==> config.mk <==
export PLATFORM = sky130hd
export DESIGN_NAME = dspc_top
export DESIGN_NICKNAME = d
export VERILOG_FILES = /design/src/hw/dspc_baud.v /design/src/hw/dspc_tx.v /design/src/hw/dspc_top.v
export VERILOG_INCLUDE_DIRS = /design/src /design/src/inc
export SDC_FILE = /design/constraint.sdc
export NUM_CORES = 1
export LEC_CHECK = 0
export ABC_AREA = 1
export BUFFER_PORTS_ARGS = -buffer_cell sky130_fd_sc_hd__buf_2
export CAP_MARGIN = 20
export CORE_ASPECT_RATIO = 0.75
export CORE_UTILIZATION = 35
export CTS_CLUSTER_DIAMETER = 120
export DETAILED_ROUTE_END_ITERATION = 8
export GPL_TIMING_DRIVEN = 0
export PLACE_DENSITY = 0.5
export SYNTH_ARGS = -nofsm -noshare
export SYNTH_HDL_FRONTEND = slang
export SYNTH_SLANG_ARGS = --single-unit
==> constraint.sdc <==
create_clock -name sys_clk_i -period 27.6 [get_ports sys_clk_i]
set_input_delay 5.52 -clock sys_clk_i [delete_from_list [all_inputs] [get_ports sys_clk_i]]
set_output_delay 5.52 -clock sys_clk_i [all_outputs]
set_load 0.02 [all_outputs]
==> src/inc/dspc_defs.vh <==
// Constants for the dual serial port: register map, digit codes, timing
// Assumes a 50 MHz system clock and a plain strobe register port
`ifndef DSPC_DEFS_VH
`define DSPC_DEFS_VH

// ----------------------------------------------------------------------
// Register offsets
// ----------------------------------------------------------------------
`define DSPC_ADDR_W        4
`define DSPC_A_CFG_BI      4'h0
`define DSPC_A_CFG_UNI     4'h1
`define DSPC_A_TX_BI       4'h2
`define DSPC_A_RX_BI       4'h3
`define DSPC_A_TX_UNI      4'h4
`define DSPC_A_STATUS      4'h5

// ----------------------------------------------------------------------
// Configuration digit codes and reset values
// ----------------------------------------------------------------------
`define DSPC_RST_CFG_BI    17'h10021
`define DSPC_RST_CFG_UNI   14'h1008
`define DSPC_BAUD_DEF_BI   4'h8
`define DSPC_BAUD_DEF_UNI  4'h4
`define DSPC_PAR_EVEN      3'h0
`define DSPC_PAR_ODD       3'h1
`define DSPC_PAR_ONE       3'h2
`define DSPC_PAR_ZERO      3'h3
`define DSPC_PAR_NONE      3'h4
`define DSPC_HS_NONE       2'h0
`define DSPC_HS_MODEM      2'h1
`define DSPC_HS_XONOFF     2'h2
`define DSPC_HS_PROG       2'h3
`define DSPC_IF_TTY        1'h0
`define DSPC_IF_RS232      1'h1
`define DSPC_CH_XON        8'h11
`define DSPC_CH_XOFF       8'h13

// ----------------------------------------------------------------------
// Timing
// ----------------------------------------------------------------------
`define DSPC_CLK_HZ        50000000
`define DSPC_DIV_W         20

`endif

==> src/hw/dspc_baud.v <==
// Baud code to bit-period divider, ticks at bit rate and mid-bit
// Assumes the clock rate in the constants header
`timescale 1ns/1ns
`include "dspc_defs.vh"
module dspc_baud #(
   parameter CLK_HZ = `DSPC_CLK_HZ
) (
   input  wire                    sys_clk_i,
   input  wire                    sys_rst_i,
   input  wire [3:0]              code_i,
   input  wire                    restart_i,
   output wire                    bit_tick_o,
   output wire                    half_tick_o
);
   reg  [31:0]            div_full;
   reg  [`DSPC_DIV_W-1:0] period;
   reg  [`DSPC_DIV_W-1:0] cnt_q;

   // ----------------------------------------------------------------------
   // Divider choice
   // ----------------------------------------------------------------------
   always @* begin
      case (code_i)
         4'h1:    div_full = CLK_HZ / 110;
         4'h2:    div_full = CLK_HZ / 200;
         4'h3:    div_full = CLK_HZ / 300;
         4'h4:    div_full = CLK_HZ / 600;
         4'h5:    div_full = CLK_HZ / 1200;
         4'h6:    div_full = CLK_HZ / 2400;
         4'h7:    div_full = CLK_HZ / 4800;
         default: div_full = CLK_HZ / 9600;
      endcase
      period = div_full[`DSPC_DIV_W-1:0];
   end

   always @(posedge sys_clk_i) begin
      if (sys_rst_i || restart_i || bit_tick_o)
         cnt_q <= {`DSPC_DIV_W{1'b0}};
      else
         cnt_q <= cnt_q + 1'b1;
   end

   assign bit_tick_o  = (cnt_q == period - 1'b1);
   assign half_tick_o = (cnt_q == {1'b0, period[`DSPC_DIV_W-1:1]});
endmodule

==> src/hw/dspc_tx.v <==
// Serial frame transmitter with format and parity selection
// Assumes bit ticks from a divider and a go pulse only while idle
`timescale 1ns/1ns
`include "dspc_defs.vh"
module dspc_tx (
   input  wire                    sys_clk_i,
   input  wire                    sys_rst_i,
   input  wire                    bit_tick_i,
   input  wire [2:0]              fmt_i,
   input  wire [2:0]              par_i,
   input  wire                    go_i,
   input  wire [7:0]              data_i,
   output wire                    busy_o,
   output reg                     txd_o
);
   reg  [3:0]  cnt_q;
   reg  [10:0] sh_q;
   reg         act_q;
   reg         eight;
   reg         haspar;
   reg         two;
   reg         pbit;
   reg  [3:0]  len;
   reg  [10:0] frame;

   // ----------------------------------------------------------------------
   // Frame assembly
   // ----------------------------------------------------------------------
   always @* begin
      eight  = (fmt_i == 3'h1) || (fmt_i == 3'h2) || (fmt_i == 3'h5);
      haspar = (fmt_i == 3'h0) || (fmt_i == 3'h1) || (fmt_i == 3'h4);
      two    = (fmt_i == 3'h0) || (fmt_i == 3'h2) || (fmt_i == 3'h3);
      case (par_i)
         `DSPC_PAR_EVEN: pbit = eight ? ^data_i : ^data_i[6:0];
         `DSPC_PAR_ODD:  pbit = eight ? ~^data_i : ~^data_i[6:0];
         `DSPC_PAR_ONE:  pbit = 1'b1;
         default:        pbit = 1'b0;
      endcase
      len = 4'h9 + {3'h0, eight} + {3'h0, haspar} + {3'h0, two};
      if (eight)
         frame = haspar ? {1'b1, 1'b1, pbit, data_i} : {2'b11, 1'b1, data_i};
      else
         frame = haspar ? {2'b11, 1'b1, pbit, data_i[6:0]}
                        : {2'b11, 2'b11, data_i[6:0]};
   end

   always @(posedge sys_clk_i) begin
      if (sys_rst_i) begin
         act_q <= 1'b0;
         cnt_q <= 4'h0;
         sh_q  <= 11'h7FF;
         txd_o <= 1'b1;
      end else if (!act_q) begin
         if (go_i) begin
            act_q <= 1'b1;
            cnt_q <= len;
            sh_q  <= frame;
            txd_o <= 1'b0;
         end
      end else if (bit_tick_i) begin
         if (cnt_q == 4'h1) begin
            act_q <= 1'b0;
            txd_o <= 1'b1;
         end else begin
            txd_o <= sh_q[0];
            sh_q  <= {1'b1, sh_q[10:1]};
         end
         cnt_q <= cnt_q - 1'b1;
      end
   end

   assign busy_o = act_q;
endmodule

==> src/hw/dspc_top.v <==
// Two-channel serial port: bidirectional terminal port and transmit-only port
// Assumes strobe register port; tx go issued only at frame boundaries
`timescale 1ns/1ns
`include "dspc_defs.vh"
module dspc_top (
   input  wire                    sys_clk_i,
   input  wire                    sys_rst_i,
   input  wire [`DSPC_ADDR_W-1:0] addr_i,
   input  wire [31:0]             wdata_i,
   input  wire                    wr_i,
   input  wire                    rd_i,
   output reg  [31:0]             rdata_o,
   output wire                    bi_txd_o,
   input  wire                    bi_rxd_i,
   output wire                    bi_rts_o,
   input  wire                    bi_cts_i,
   output wire                    bi_rs232_sel_o,
   output wire                    uni_txd_o,
   input  wire                    uni_busy_n_i
);
   // ----------------------------------------------------------------------
   // Configuration registers
   // ----------------------------------------------------------------------
   reg  [16:0] cfg_bi_q;
   reg  [13:0] cfg_uni_q;
   reg  [7:0]  txb_q;
   reg         txb_full_q;
   reg  [7:0]  txu_q;
   reg         txu_full_q;
   reg  [7:0]  rx_q;
   reg         rx_full_q;
   reg         rx_ovr_q;
   reg         rx_perr_q;
   reg         xoff_q;
   reg         bad_cfg_q;
   reg  [3:0]  d0, d1, d2, d3, d4;
   reg  [16:0] rem;
   reg  [16:0] quo;

   // Five-digit decimal word split into digits
   always @* begin
      rem = wdata_i[16:0];
      quo = rem / 17'd10000;
      d0  = quo[3:0];
      rem = rem % 17'd10000;
      quo = rem / 17'd1000;
      d1  = quo[3:0];
      rem = rem % 17'd1000;
      quo = rem / 17'd100;
      d2  = quo[3:0];
      rem = rem % 17'd100;
      quo = rem / 17'd10;
      d3  = quo[3:0];
      quo = rem % 17'd10;
      d4  = quo[3:0];
   end

   wire [3:0] bi_baud = cfg_bi_q[16:13];
   wire [2:0] bi_par  = cfg_bi_q[12:10];
   wire [1:0] bi_hs   = cfg_bi_q[9:8];
   wire [2:0] bi_fmt  = cfg_bi_q[7:5];
   wire       bi_if   = cfg_bi_q[0];
   wire [3:0] u_baud  = cfg_uni_q[13:10];
   wire [2:0] u_par   = cfg_uni_q[9:7];
   wire       u_hs    = cfg_uni_q[6];
   wire [2:0] u_fmt   = cfg_uni_q[5:3];

   wire wr_cfg_bi  = wr_i && (addr_i == `DSPC_A_CFG_BI);
   wire wr_cfg_uni = wr_i && (addr_i == `DSPC_A_CFG_UNI);
   wire bi_ok = (d0 >= 4'h1) && (d0 <= 4'h8) && (d1 <= 4'h4) && (d2 <= 4'h3)
                && (d3 <= 4'h5) && (d4 <= 4'h1) && (wdata_i[31:17] == 15'h0)
                && !(d2 == 4'h1 && d4 == 4'h0);
   wire u_ok  = (d1 >= 4'h1) && (d1 <= 4'h7) && (d2 <= 4'h3) && (d3 <= 4'h1)
                && (d4 <= 4'h5) && (d0 == 4'h0) && (wdata_i[31:17] == 15'h0);

   // ----------------------------------------------------------------------
   // Baud generators and transmitters
   // ----------------------------------------------------------------------
   wire bi_tick, bi_half, u_tick;
   wire bi_tx_busy, u_tx_busy, bi_go, u_go;
   reg  rx_act_q;
   wire rx_restart;

   dspc_baud u_bi_tx_baud (
      .sys_clk_i   (sys_clk_i),
      .sys_rst_i   (sys_rst_i),
      .code_i      (bi_baud),
      .restart_i   (wr_cfg_bi || bi_go),
      .bit_tick_o  (bi_tick),
      .half_tick_o ()
   );

   dspc_baud u_bi_rx_baud (
      .sys_clk_i   (sys_clk_i),
      .sys_rst_i   (sys_rst_i),
      .code_i      (bi_baud),
      .restart_i   (rx_restart),
      .bit_tick_o  (),
      .half_tick_o (bi_half)
   );

   dspc_baud u_uni_baud (
      .sys_clk_i   (sys_clk_i),
      .sys_rst_i   (sys_rst_i),
      .code_i      (u_baud),
      .restart_i   (wr_cfg_uni || u_go),
      .bit_tick_o  (u_tick),
      .half_tick_o ()
   );

   wire bi_hold = ((bi_hs == `DSPC_HS_XONOFF) && xoff_q)
                  || ((bi_hs == `DSPC_HS_MODEM) && bi_if && !bi_cts_i);
   assign bi_go = txb_full_q && !bi_tx_busy && !bi_hold;
   wire u_hold = u_hs && !uni_busy_n_i;
   assign u_go = txu_full_q && !u_tx_busy && !u_hold;

   dspc_tx u_bi_tx (
      .sys_clk_i  (sys_clk_i),
      .sys_rst_i  (sys_rst_i),
      .bit_tick_i (bi_tick),
      .fmt_i      (bi_fmt),
      .par_i      (bi_par),
      .go_i       (bi_go),
      .data_i     (txb_q),
      .busy_o     (bi_tx_busy),
      .txd_o      (bi_txd_o)
   );

   dspc_tx u_uni_tx (
      .sys_clk_i  (sys_clk_i),
      .sys_rst_i  (sys_rst_i),
      .bit_tick_i (u_tick),
      .fmt_i      (u_fmt),
      .par_i      (u_par),
      .go_i       (u_go),
      .data_i     (txu_q),
      .busy_o     (u_tx_busy),
      .txd_o      (uni_txd_o)
   );

   // ----------------------------------------------------------------------
   // Receiver state machine
   // ----------------------------------------------------------------------
   localparam RX_IDLE  = 4'b0001;
   localparam RX_START = 4'b0010;
   localparam RX_DATA  = 4'b0100;
   localparam RX_STOP  = 4'b1000;

   reg  [3:0] rx_st_q;
   reg  [3:0] rx_cnt_q;
   reg  [7:0] rx_sh_q;
   reg        rx_pbit_q;
   wire       rx_eight  = (bi_fmt == 3'h1) || (bi_fmt == 3'h2) || (bi_fmt == 3'h5);
   wire       rx_haspar = (bi_fmt == 3'h0) || (bi_fmt == 3'h1) || (bi_fmt == 3'h4);
   wire [3:0] rx_bits   = 4'h7 + {3'h0, rx_eight} + {3'h0, rx_haspar};
   wire [7:0] rx_byte   = rx_eight ? rx_sh_q : {1'b0, rx_sh_q[7:1]};
   reg        rx_exp;
   reg        rx_bad;

   assign rx_restart = ((rx_st_q == RX_IDLE) && !bi_rxd_i) || wr_cfg_bi;
   wire   rd_rx      = rd_i && (addr_i == `DSPC_A_RX_BI);

   // Parity check; ignored for no-check code and parity-less frames
   always @* begin
      case (bi_par)
         `DSPC_PAR_EVEN: rx_exp = rx_eight ? ^rx_sh_q : ^rx_sh_q[7:1];
         `DSPC_PAR_ODD:  rx_exp = rx_eight ? ~^rx_sh_q : ~^rx_sh_q[7:1];
         `DSPC_PAR_ONE:  rx_exp = 1'b1;
         default:        rx_exp = 1'b0;
      endcase
      rx_bad = rx_haspar && (bi_par != `DSPC_PAR_NONE) && (rx_exp != rx_pbit_q);
   end

   always @(posedge sys_clk_i) begin
      if (sys_rst_i) begin
         rx_st_q   <= RX_IDLE;
         rx_cnt_q  <= 4'h0;
         rx_sh_q   <= 8'h00;
         rx_pbit_q <= 1'b0;
         rx_act_q  <= 1'b0;
      end else begin
         case (rx_st_q)
            RX_IDLE: begin
               if (!bi_rxd_i)
                  rx_st_q <= RX_START;
            end
            RX_START: begin
               if (bi_half) begin
                  rx_st_q  <= bi_rxd_i ? RX_IDLE : RX_DATA;
                  rx_cnt_q <= rx_bits;
               end
            end
            RX_DATA: begin
               if (bi_half) begin
                  if (rx_haspar && rx_cnt_q == 4'h1)
                     rx_pbit_q <= bi_rxd_i;
                  else
                     rx_sh_q <= {bi_rxd_i, rx_sh_q[7:1]};
                  rx_cnt_q <= rx_cnt_q - 1'b1;
                  if (rx_cnt_q == 4'h1)
                     rx_st_q <= RX_STOP;
               end
            end
            RX_STOP: begin
               if (bi_half)
                  rx_st_q <= RX_IDLE;
            end
            default: rx_st_q <= RX_IDLE;
         endcase
         rx_act_q <= (rx_st_q != RX_IDLE);
      end
   end

   wire rx_done = (rx_st_q == RX_STOP) && bi_half;
   wire rx_ctrl = (bi_hs == `DSPC_HS_XONOFF)
                  && (rx_byte == `DSPC_CH_XON || rx_byte == `DSPC_CH_XOFF);

   // ----------------------------------------------------------------------
   // Register writes and receive status
   // ----------------------------------------------------------------------
   always @(posedge sys_clk_i) begin
      if (sys_rst_i) begin
         cfg_bi_q   <= `DSPC_RST_CFG_BI;
         cfg_uni_q  <= `DSPC_RST_CFG_UNI;
         txb_q      <= 8'h00;
         txb_full_q <= 1'b0;
         txu_q      <= 8'h00;
         txu_full_q <= 1'b0;
         rx_q       <= 8'h00;
         rx_full_q  <= 1'b0;
         rx_ovr_q   <= 1'b0;
         rx_perr_q  <= 1'b0;
         xoff_q     <= 1'b0;
         bad_cfg_q  <= 1'b0;
      end else begin
         if (wr_cfg_bi) begin
            bad_cfg_q <= !bi_ok;
            if (bi_ok)
               cfg_bi_q <= {d0, d1[2:0], d2[1:0], d3[2:0], 4'h0, d4[0]};
         end
         if (wr_cfg_uni) begin
            bad_cfg_q <= !u_ok;
            if (u_ok)
               cfg_uni_q <= {d1, d2[2:0], d3[0], d4[2:0], 3'h0};
         end
         if (wr_i && addr_i == `DSPC_A_TX_BI && !txb_full_q) begin
            txb_q      <= wdata_i[7:0];
            txb_full_q <= 1'b1;
         end else if (bi_go)
            txb_full_q <= 1'b0;
         if (wr_i && addr_i == `DSPC_A_TX_UNI && !txu_full_q) begin
            txu_q      <= wdata_i[7:0];
            txu_full_q <= 1'b1;
         end else if (u_go)
            txu_full_q <= 1'b0;
         if (bi_hs != `DSPC_HS_XONOFF)
            xoff_q <= 1'b0;
         else if (rx_done && rx_byte == `DSPC_CH_XOFF)
            xoff_q <= 1'b1;
         else if (rx_done && rx_byte == `DSPC_CH_XON)
            xoff_q <= 1'b0;
         if (rx_done && !rx_ctrl) begin
            rx_q      <= rx_byte;
            rx_full_q <= 1'b1;
            rx_perr_q <= rx_bad;
            if (rx_full_q && !rd_rx)
               rx_ovr_q <= 1'b1;
         end else if (rd_rx) begin
            rx_full_q <= 1'b0;
            rx_ovr_q  <= 1'b0;
            rx_perr_q <= 1'b0;
         end
      end
   end

   // ----------------------------------------------------------------------
   // Read port
   // ----------------------------------------------------------------------
   always @(posedge sys_clk_i) begin
      if (sys_rst_i)
         rdata_o <= 32'h00000000;
      else if (rd_i) begin
         case (addr_i)
            `DSPC_A_CFG_BI:  rdata_o <= {15'h0, cfg_bi_q};
            `DSPC_A_CFG_UNI: rdata_o <= {18'h0, cfg_uni_q};
            `DSPC_A_RX_BI:   rdata_o <= {24'h0, rx_q};
            `DSPC_A_STATUS:  rdata_o <= {22'h0, bad_cfg_q, rx_act_q, xoff_q,
                                         rx_perr_q, rx_ovr_q, rx_full_q,
                                         u_tx_busy, txu_full_q,
                                         bi_tx_busy, txb_full_q};
            default:         rdata_o <= 32'h00000000;
         endcase
      end else
         rdata_o <= 32'h00000000;
   end

   assign bi_rts_o       = !rx_full_q || (bi_hs != `DSPC_HS_MODEM);
   assign bi_rs232_sel_o = bi_if;
endmodule

==> flow_summary.toml, run 1 <==
[grt]
grt.overflow.total = 0
grt_pass1_vias = 12174
grt_antenna_before_repair = 1
grt_pass1_wl_um = 65270
grt_start_max_net_pins = 17
grt.total_usage_pct = 20.40

[detailed_routing]
vias_per_cell = 4.945
drc = 0
first_iter_violations = 937
final_antenna_net_count = 0
dr.pass1.iters = 5
wirelength_um = 40040
wl_per_cell_um = 15.02
vias = 13178

[finish]
regArea_mm2 = 0.003603
utilization_pct = 39.81
drive_gt1_share_pct = 17.10
multi_input_area_mm2 = 0.008529
syn2layout_area_growth_pct = 11.61
nFillCells = 4124
nets = 2199

[yosys]
syn_inst = 2043
syn-mean-instance-area_um2 = 6.704
synthArstFlopShare_pct = 0
synth_edf_count = 0
seq_area_frac_synth_pct = 26.31
ys.flop_type = "dfxtp_1"
synthesis.area_mm2 = 0.01370
synth_warnings = 0
yosysUniqueCellTypes = 65
synth-seq-cells = 180

[cts]
post_cts_buffers = 0
cts-resized-gates = 0
clk_latency_ns = 0.46
cts_max_level = 4
cts_num_sinks = 180
cts_made_buffers = 17
clk_path_buf_depth = 2
hold_buffers = 0
cts_root_buf = "clkbuf_16"
clkTransAtPathRegs_ns = 0.06
cts_tree = "done"

[critical_path]
start_kind = "input port"
crit_arrival_ns = 15.04
r2r_start = "cfg_bi_q[13]"
setup.worst_path.class = "in -> reg"
crit_family = "simple AND/OR/NAND/NOR gates"
cp-end-kind = "register"
crit_required_ns = 27.94
slowest_stage = "a21oi_4"
rr_worst_depth = 21
cp.buffers_inverters = 8
slowest_delay_ns = 0.31
path_max_fanout = 10
r2r_end = "u_bi_tx.sh_q[7]"
critical_path_depth = 81
critPathLaunch = "wdata_i[7]"
cpMostUsedCell = "nand2_2"
r2r_slack_ns = 22.23
critPathCapture = "cfg_bi_q[16]"

[floorplanning]
fp-row-count = 62
core_area_mm2 = 0.03840
die_x_um = 230.4
start_util_pct = 35.67
die_area_mm2 = 0.03994
dieHeight_um = 173.3
ioPinCount = 79

[place]
pre_cts_ws_ns = 12.48
place_congestion = 0.9034
io_buffers = 62
dp_hpwl_um = 32430

[timing]
min_period_ns = 14.70
final.setup_skew_ns = 0.01465
max-slew-margin-rel_pct = 29.08
worst_slew_pin_slew_ns = 1.056
setup_viol = 0
slew_violations = 0
finalSetupTns_ns = 0
grt_setup_unrepaired = "false"
fin_ws_ns = 12.90
fin_crit_sh_pct = 53.26
hold_violations = 0
fmax_ghz = 0.06803

[hold_path]
min_from = "rx_q[3]"
hold_path.class = "reg -> reg"

[status]
status = "finished clean"

[flow_run]
cap_violations = 0
==> worst register-to-register path, delay by kind of cell (launching register included) <==
family	cells	cell delay (ns)
AND/OR/NAND/NOR	9	2.51
buffers and inverters	5	0.92
AO/OA/AOI/OAI	6	0.87
flip-flops	1	0.51
adder cells (fa/ha/maj)	1	0.45
==> worst min-delay path by stage <==
stage / slack, ns / cells past startpoint / end
floorplan: 0.42 / 1 / u_bi_tx_baud.cnt_q[0]
global placement: 0.44 / 1 / u_bi_tx_baud.cnt_q[0]
detailed placement: 0.44 / 1 / u_bi_tx_baud.cnt_q[0]
CTS: 0.46 / 2 / rx_q[0]
global route: 0.49 / 1 / u_bi_tx_baud.cnt_q[0]
finish: 0.46 / 2 / rx_q[3]
==> Yosys cell counts (all sizes together) (18+ instances only) <==
library cell,instances,area (um^2)
o21ai,107,539.3
nor4,28,175.2
nand3,147,991.0
xor2,73,646.9
nor2,219,953.4
dfxtp,180,3603
o22ai,18,112.6
xnor2,22,192.7
buf,24,207.7
nand4,35,225.2
inv,312,1181
nand2,524,2609
clkbuf,28,135.1
nor3,50,250.2
a21oi,128,666.9
o211ai,21,162.6
==> layout by cell type (no fill, tap or decap), drive strengths merged, types with 28 or more instances in the layout <==
cell | Yosys | final
nand2 | 524 | 524
clkbuf | 28 | 47
nand4 | 35 | 35
buf | 24 | 87
xor2 | 73 | 73
a21oi | 128 | 128
o21ai | 107 | 107
nor2 | 219 | 219
nor3 | 50 | 50
nor4 | 28 | 28
dfxtp | 180 | 180
inv | 312 | 315
nand3 | 147 | 147
==> layer usage <==
layer	vias up	wire [um]	track usage (%)
met5	-	0	0
met4	0	469	4.553
met3	31	1940	3.026
met2	301	15800	28.99
met1	6002	21830	31.71
li1	6844	-	-
==> state kept, by name, summed over array words and instances (netlist names), 9 cells and up <==
| register | count |
|---|---|
| cfg_bi_q | 13 |
| cfg_uni_q | 11 |
| rdata_o | 17 |
| u_bi_rx_baud.cnt_q | 20 |
| u_bi_tx.sh_q | 9 |
| u_bi_tx_baud.cnt_q | 20 |
| u_uni_baud.cnt_q | 20 |
| u_uni_tx.sh_q | 9 |
==> logic make-up (layout without fill, tap and decap cells) <==
kind of cell	count (synthesis)	count (layout)	synth area share, %
simple gates	1030	1030	39.47
compound gates	341	341	14.71
flops	180	180	26.31
xor+xnor	95	95	6.129
fa+ha+maj	17	17	1.553
buf+inv	379	474	11.80
other cells	1	16	0.02738
==> stage by stage <==
step | instances | instance area (um^2) | hold WS, ns
floorplan | 2057 | 13750 | 0.4173
global placement | 2631 | 14700 | 0.4398
detailed placement | 2632 | 14710 | 0.4443
CTS | 2664 | 15280 | 0.4578
global route | 2665 | 15290 | 0.4878
finish | 2665 | 15290 | 0.4567
==> cell type report <==
class,count,share of cell area (%)
inverters,326,8.209
multi-input cells,1498,55.79
clock inverters,13,0.8266
plain buffers,53,2.365
diodes,1,0.01637
flip-flops and latches,180,23.57
clock buffers,19,2.963
repair buffers,63,2.063
well taps,512,4.191
Power of run 1 is not shown: default switching activity piles up to over one toggle a cycle in this logic, so the estimate is an artifact.
==> run 2, diff against run 1 <==
--- a/config.mk
+++ b/config.mk
@@ -14,7 +14,7 @@
 export CTS_CLUSTER_DIAMETER = 120
 export DETAILED_ROUTE_END_ITERATION = 8
 export GPL_TIMING_DRIVEN = 0
-export PLACE_DENSITY = 0.5
+export PLACE_DENSITY = 0.52
 export SYNTH_ARGS = -nofsm -noshare
 export SYNTH_HDL_FRONTEND = slang
 export SYNTH_SLANG_ARGS = --single-unit
==> constraint.sdc (replaced) <==
create_clock -name sys_clk_i -period 13.3 [get_ports sys_clk_i]
set_input_delay 2.66 -clock sys_clk_i [delete_from_list [all_inputs] [get_ports sys_clk_i]]
set_output_delay 2.66 -clock sys_clk_i [all_outputs]
set_load 0.02 [all_outputs]
==> run 2 against run 1 <==
Compared with the run above:
- register-to-register slack got worse by 14 ns
- highest routed layer unchanged
- final cell count unchanged
- global-route usage decreased by 0.43 points
- via count increased by 1.6%
- die area unchanged
- cell area decreased by 0.24%
- core utilization decreased by 0.095 points
- sequential share of layout area increased by 0.056 points
- flip-flop and latch count unchanged
- hold slack improved by 0.0013 ns
- clock skew decreased by 0.0033 ns
==> flow_summary.toml, run 2 (synthesis results as in run 1) <==
[critical_path]
cp-end-kind = "register"
crit_arrival_ns = 12.14
rr_worst_depth = 21
slowest_delay_ns = 0.29
r2r_start = "cfg_bi_q[13]"
cp.buffers_inverters = 9
start_kind = "input port"
crit_required_ns = 13.63
cpMostUsedCell = "nand2_4"
r2r_slack_ns = 7.91
critPathLaunch = "wdata_i[7]"
slowest_stage = "a21oi_4"
setup.worst_path.class = "in -> reg"
crit_family = "simple AND/OR/NAND/NOR gates"
path_max_fanout = 10
critical_path_depth = 82

[cts]
hold_buffers = 0
cts_made_buffers = 17
clk_path_buf_depth = 2
clk_latency_ns = 0.44
cts_tree = "done"
cts_root_buf = "clkbuf_16"
post_cts_buffers = 0
cts-resized-gates = 0
cts_max_level = 4
clkTransAtPathRegs_ns = 0.07
cts_num_sinks = 180

[grt]
grt_antenna_before_repair = 1
grt_pass1_vias = 12089
grt_start_max_net_pins = 17
grt_pass1_wl_um = 64070
grt.total_usage_pct = 19.97
grt.overflow.total = 0

[timing]
hold_ws_ns = 0.4580
hold_violations = 0
min_period_ns = 11.81
max-slew-margin-rel_pct = 33.81
grt_setup_unrepaired = "false"
setup_viol = 0
fin_ws_ns = 1.487
fmax_ghz = 0.08465
worst_slew_pin_slew_ns = 0.9837
finalSetupTns_ns = 0
slew_violations = 0
final.setup_skew_ns = 0.01138
fin_crit_sh_pct = 88.82

[detailed_routing]
drc = 0
vias = 13384
first_iter_violations = 1152
wl_per_cell_um = 14.94
vias_per_cell = 5.022
wirelength_um = 39800
dr.pass1.iters = 6
final_antenna_net_count = 0

[place]
place_congestion = 0.9246
io_buffers = 62
dp_hpwl_um = 32370
pre_cts_ws_ns = 1.069

[floorplanning]
die_area_mm2 = 0.03994
core_area_mm2 = 0.03840
fp-row-count = 62
ioPinCount = 79
start_util_pct = 35.67
dieHeight_um = 173.3
die_x_um = 230.4

[status]
status = "finished clean"

[hold_path]
hold_path_depth = 2
min_from = "rx_q[4]"
hold_path.class = "reg -> reg"

[finish]
top_regs = "u_bi_rx_baud.cnt_q (20), u_bi_tx_baud.cnt_q (20), u_uni_baud.cnt_q (20)"
layout_commonest_cell = "nand2_1"
nFillCells = 4179
syn2layout_area_growth_pct = 11.35
nets = 2199
final_cell_mix = "nand2_1 (384), inv_1 (283), nor2_1 (194), dfxtp_1 (180), a21oi_1 (123)"
drive_gt1_share_pct = 16.96

[flow_run]
cap_violations = 0
-- run 2: changes by cell type in the layout (fill, tap and decap cells not counted) --
cell / delta
clkinv_4: -2
clkinvlp_4: -1
clkbuf_1: +3
clkbuf_8: -1
bufinv_16: -1
inv_6: +3
clkinv_2: -1
-- run 2: layout make-up --
type	instances	area (um^2)	area share (%)
clock inverter	11	92.59	0.6071
inverter	326	1255	8.229
timing repair buffer	63	315.3	2.067
antenna	1	2.502	0.01641
sequential	180	3603	23.63
tap	512	640.6	4.200
buffer	53	361.6	2.371
multi-input combinational	1498	8529	55.93
clock buffer	21	450.4	2.953
-- run 2: layer usage --
| metal | vias to the layer above | part of all wire, % | track usage, % |
|---|---|---|---|
| met2 | 324 | 41 | 29.15 |
| met5 | - | 0 | 0 |
| met4 | 0 | 0.89 | 3.725 |
| li1 | 6842 | - | - |
| met3 | 24 | 5.3 | 3.026 |
| met1 | 6194 | 53 | 30.64 |
-- run 2: stage by stage --
step | cell area [um^2] | util, % | instances
after floorplan | 13750 | - | 2057
after global placement | 14700 | 38.28 | 2631
after detailed placement | 14710 | 38.30 | 2632
after CTS | 15250 | 39.71 | 2664
after global routing | 15250 | 39.72 | 2665
final | 15250 | 39.72 | 2665
-- run 2: final timing paths --
check	to
setup / recovery	cfg_bi_q[8]
setup reg to reg	u_bi_tx.sh_q[7]
hold / removal	rx_q[4]
hold reg to reg	rx_q[4]
-- run 2: worst register-to-register path, delay by kind of cell (launching register included) --
family,cells,cell delay [ns]
compound gates,6,0.91
buf+inv,5,0.95
flops,1,0.52
simple gates,9,2.42
fa+ha+maj,1,0.46
Power of run 2 is left out for the same reason.
==> run 3, diff against run 2 <==
--- a/config.mk
+++ b/config.mk
@@ -15,6 +15,7 @@
 export DETAILED_ROUTE_END_ITERATION = 8
 export GPL_TIMING_DRIVEN = 0
 export PLACE_DENSITY = 0.52
+export SLEW_MARGIN = 5
 export SYNTH_ARGS = -nofsm -noshare
 export SYNTH_HDL_FRONTEND = slang
 export SYNTH_SLANG_ARGS = --single-unit
==> constraint.sdc (replaced) <==
create_clock -name sys_clk_i -period 10.05 [get_ports sys_clk_i]
set_input_delay 2.01 -clock sys_clk_i [delete_from_list [all_inputs] [get_ports sys_clk_i]]
set_output_delay 2.01 -clock sys_clk_i [all_outputs]
set_load 0.02 [all_outputs]
==> run 3 against run 2 <==
Compared with the run above:
- the flow now finishes with violations (setup timing)
- worst setup slack got worse by 2.0 ns
- register-to-register slack got worse by 3.3 ns
- wire length rose by 7.4%
- via count increased by 5.2%
- final cell count up 4.9%
- clock skew up 0.00086 ns
- flip-flop and latch count unchanged
- die area is the same
- count of clock-buffer cells in the layout did not move
- core utilization up 5.6 points
==> flow_summary.toml, run 3 (synthesis results as in run 1) <==
[timing]
final.setup_skew_ns = 0.01224
slew_violations = 0
grt_setup_unrepaired = "true"
setup_viol = 25
hold_violations = 0
fin_crit_sh_pct = 104.9
min_period_ns = 10.54
fmax_ghz = 0.09490
max-slew-margin-rel_pct = 31.89
worst_slew_pin_slew_ns = 1.012
fin_ws_ns = -0.4876

[cts]
hold_buffers = 0
cts_tree = "done"
clkTransAtPathRegs_ns = 0.08
cts_num_sinks = 180
cts_root_buf = "clkbuf_16"
clk_latency_ns = 0.44
cts_max_level = 4
cts_made_buffers = 17
clk_path_buf_depth = 2

[flow_run]
cap_violations = 0

[critical_path]
slowest_delay_ns = 0.18
path_max_fanout = 7
r2r_start = "cfg_bi_q[13]"
cp.buffers_inverters = 32
critical_path_depth = 87
rr_worst_depth = 21
crit_required_ns = 10.36
r2r_end = "u_bi_tx.sh_q[7]"
cp-end-kind = "register"
r2r_slack_ns = 4.62
crit_family = "simple AND/OR/NAND/NOR gates"
crit_arrival_ns = 10.84
start_kind = "input port"
cpMostUsedCell = "buf_4"
setup.worst_path.class = "in -> reg"
slowest_stage = "nand3_4"

[detailed_routing]
wirelength_um = 42760
final_antenna_net_count = 0
first_iter_violations = 1147
drc = 0
dr.pass1.iters = 6
wl_per_cell_um = 15.29
vias_per_cell = 5.034
vias = 14074

[grt]
grt.total_usage_pct = 21.03
grt.overflow.total = 0
grt_start_max_net_pins = 17
grt_pass1_vias = 12783
grt_pass1_wl_um = 67590
grt_antenna_before_repair = 0

[floorplanning]
die_area_mm2 = 0.03994
die_x_um = 230.4
core_area_mm2 = 0.03840
fp-row-count = 62
ioPinCount = 79
dieHeight_um = 173.3
start_util_pct = 35.67

[finish]
drive_gt1_share_pct = 27.71
layout_commonest_cell = "nand2_1"
final_cell_mix = "nand2_1 (340), inv_1 (267), dfxtp_1 (180), nor2_1 (179), buf_4 (128)"
syn2layout_area_growth_pct = 26.94
top_regs = "u_bi_rx_baud.cnt_q (20), u_bi_tx_baud.cnt_q (20), u_uni_baud.cnt_q (20)"
finalNonFillerCells = 2796
diodes = 0
nets = 2331

[hold_path]
hold_path.class = "reg -> reg"
hold_path_depth = 2
min_from = "rx_q[4]"
min_to = "rx_q[4]"

[place]
dp_hpwl_um = 32370
place_congestion = 0.9246
dp.cells = 2632
io_buffers = 62

[status]
violations = "setup timing"
status = "finished with violations"
[run 3: changes by cell type in the layout (fill, tap and decap cells not counted), moves of 16 or more]
cell | before | now
nand2_4 | 50 | 89
buf_4 | 16 | 128
nand2_1 | 384 | 340
inv_1 | 283 | 267
nand3_1 | 114 | 88
[run 3: how the worst max path moves through the flow]
stage	slack, ns	from	to
2_1_floorplan	0.21	wdata_i[9]	cfg_bi_q[16]
3_3_place_gp	-1.42	wdata_i[7]	cfg_bi_q[5]
3_5_place_dp	-1.53	wdata_i[7]	cfg_bi_q[8]
4_1_cts	-0.21	wdata_i[8]	cfg_bi_q[15]
5_1_grt	-0.98	wdata_i[9]	cfg_bi_q[15]
6_report	-0.49	wdata_i[9]	cfg_bi_q[5]
[run 3: layout make-up]
cell class | count | area (um^2)
plain buffers | 53 | 375.4
inverters | 326 | 1321
clock buffers | 21 | 450.4
flip-flops and latches | 180 | 3603
repair buffers | 194 | 1434
fillers | 3977 | 21010
clock inverters | 11 | 92.59
well taps | 512 | 640.6
multi-input cells | 1498 | 9460
repair inverters | 1 | 8.758
[run 3: routing by layer]
layer / global-route usage [%] / routed length, um / vias to the layer above
li1: - / - / 7122
met4: 3.642 / 418 / 0
met5: 0 / 0 / -
met3: 3.043 / 1955 / 35
met1: 31.64 / 21970 / 6624
met2: 31.74 / 18410 / 293
[run 3: worst reg2reg max path, cell delays in order (launching register included)]
cell and delay (ns):
dfxtp_1 0.53, inv_1 0.17, nor2_1 0.26, inv_1 0.11
nor2_1 0.45, nor2_1 0.24, ha_1 0.46, o21ai_0 0.10
a21oi_1 0.11, o21ai_0 0.09, a221oi_1 0.29, nand3_1 0.13
nor4_1 0.28, nand3_1 0.16, nand2_1 0.09, inv_1 0.05
nor2_1 0.31, inv_1 0.18, nor2_1 0.52, clkinv_1 0.46
a21oi_1 0.21, o21ai_0 0.10
[run 3: per-stage QoR]
stage	hold WS [ns]	area [um^2]	util, %	setup slack [ns]	setup TNS [ns]
after global routing	0.4763	17390	45.28	-0.9806	-22.83
final	0.4584	17390	45.28	-0.4876	-9.341
after floorplan	0.4173	13750	-	0.2122	0
after CTS	0.4569	16670	43.42	-0.2146	-3.799
after global placement	0.4361	14700	38.28	-1.423	-32.92
after detailed placement	0.4475	14710	38.30	-1.531	-35.18
[run 3: timing repair]
| action | in CTS | in global routing |
|---|---|---|
| gates resized for setup | 151 | 124 |
| endpoints found under the setup margin | 25 | 25 |
| setup buffers | 90 | 38 |
| pin swaps | 69 | 96 |
| cloned | 5 | 0 |
Power of run 3 is left out for the same reason.
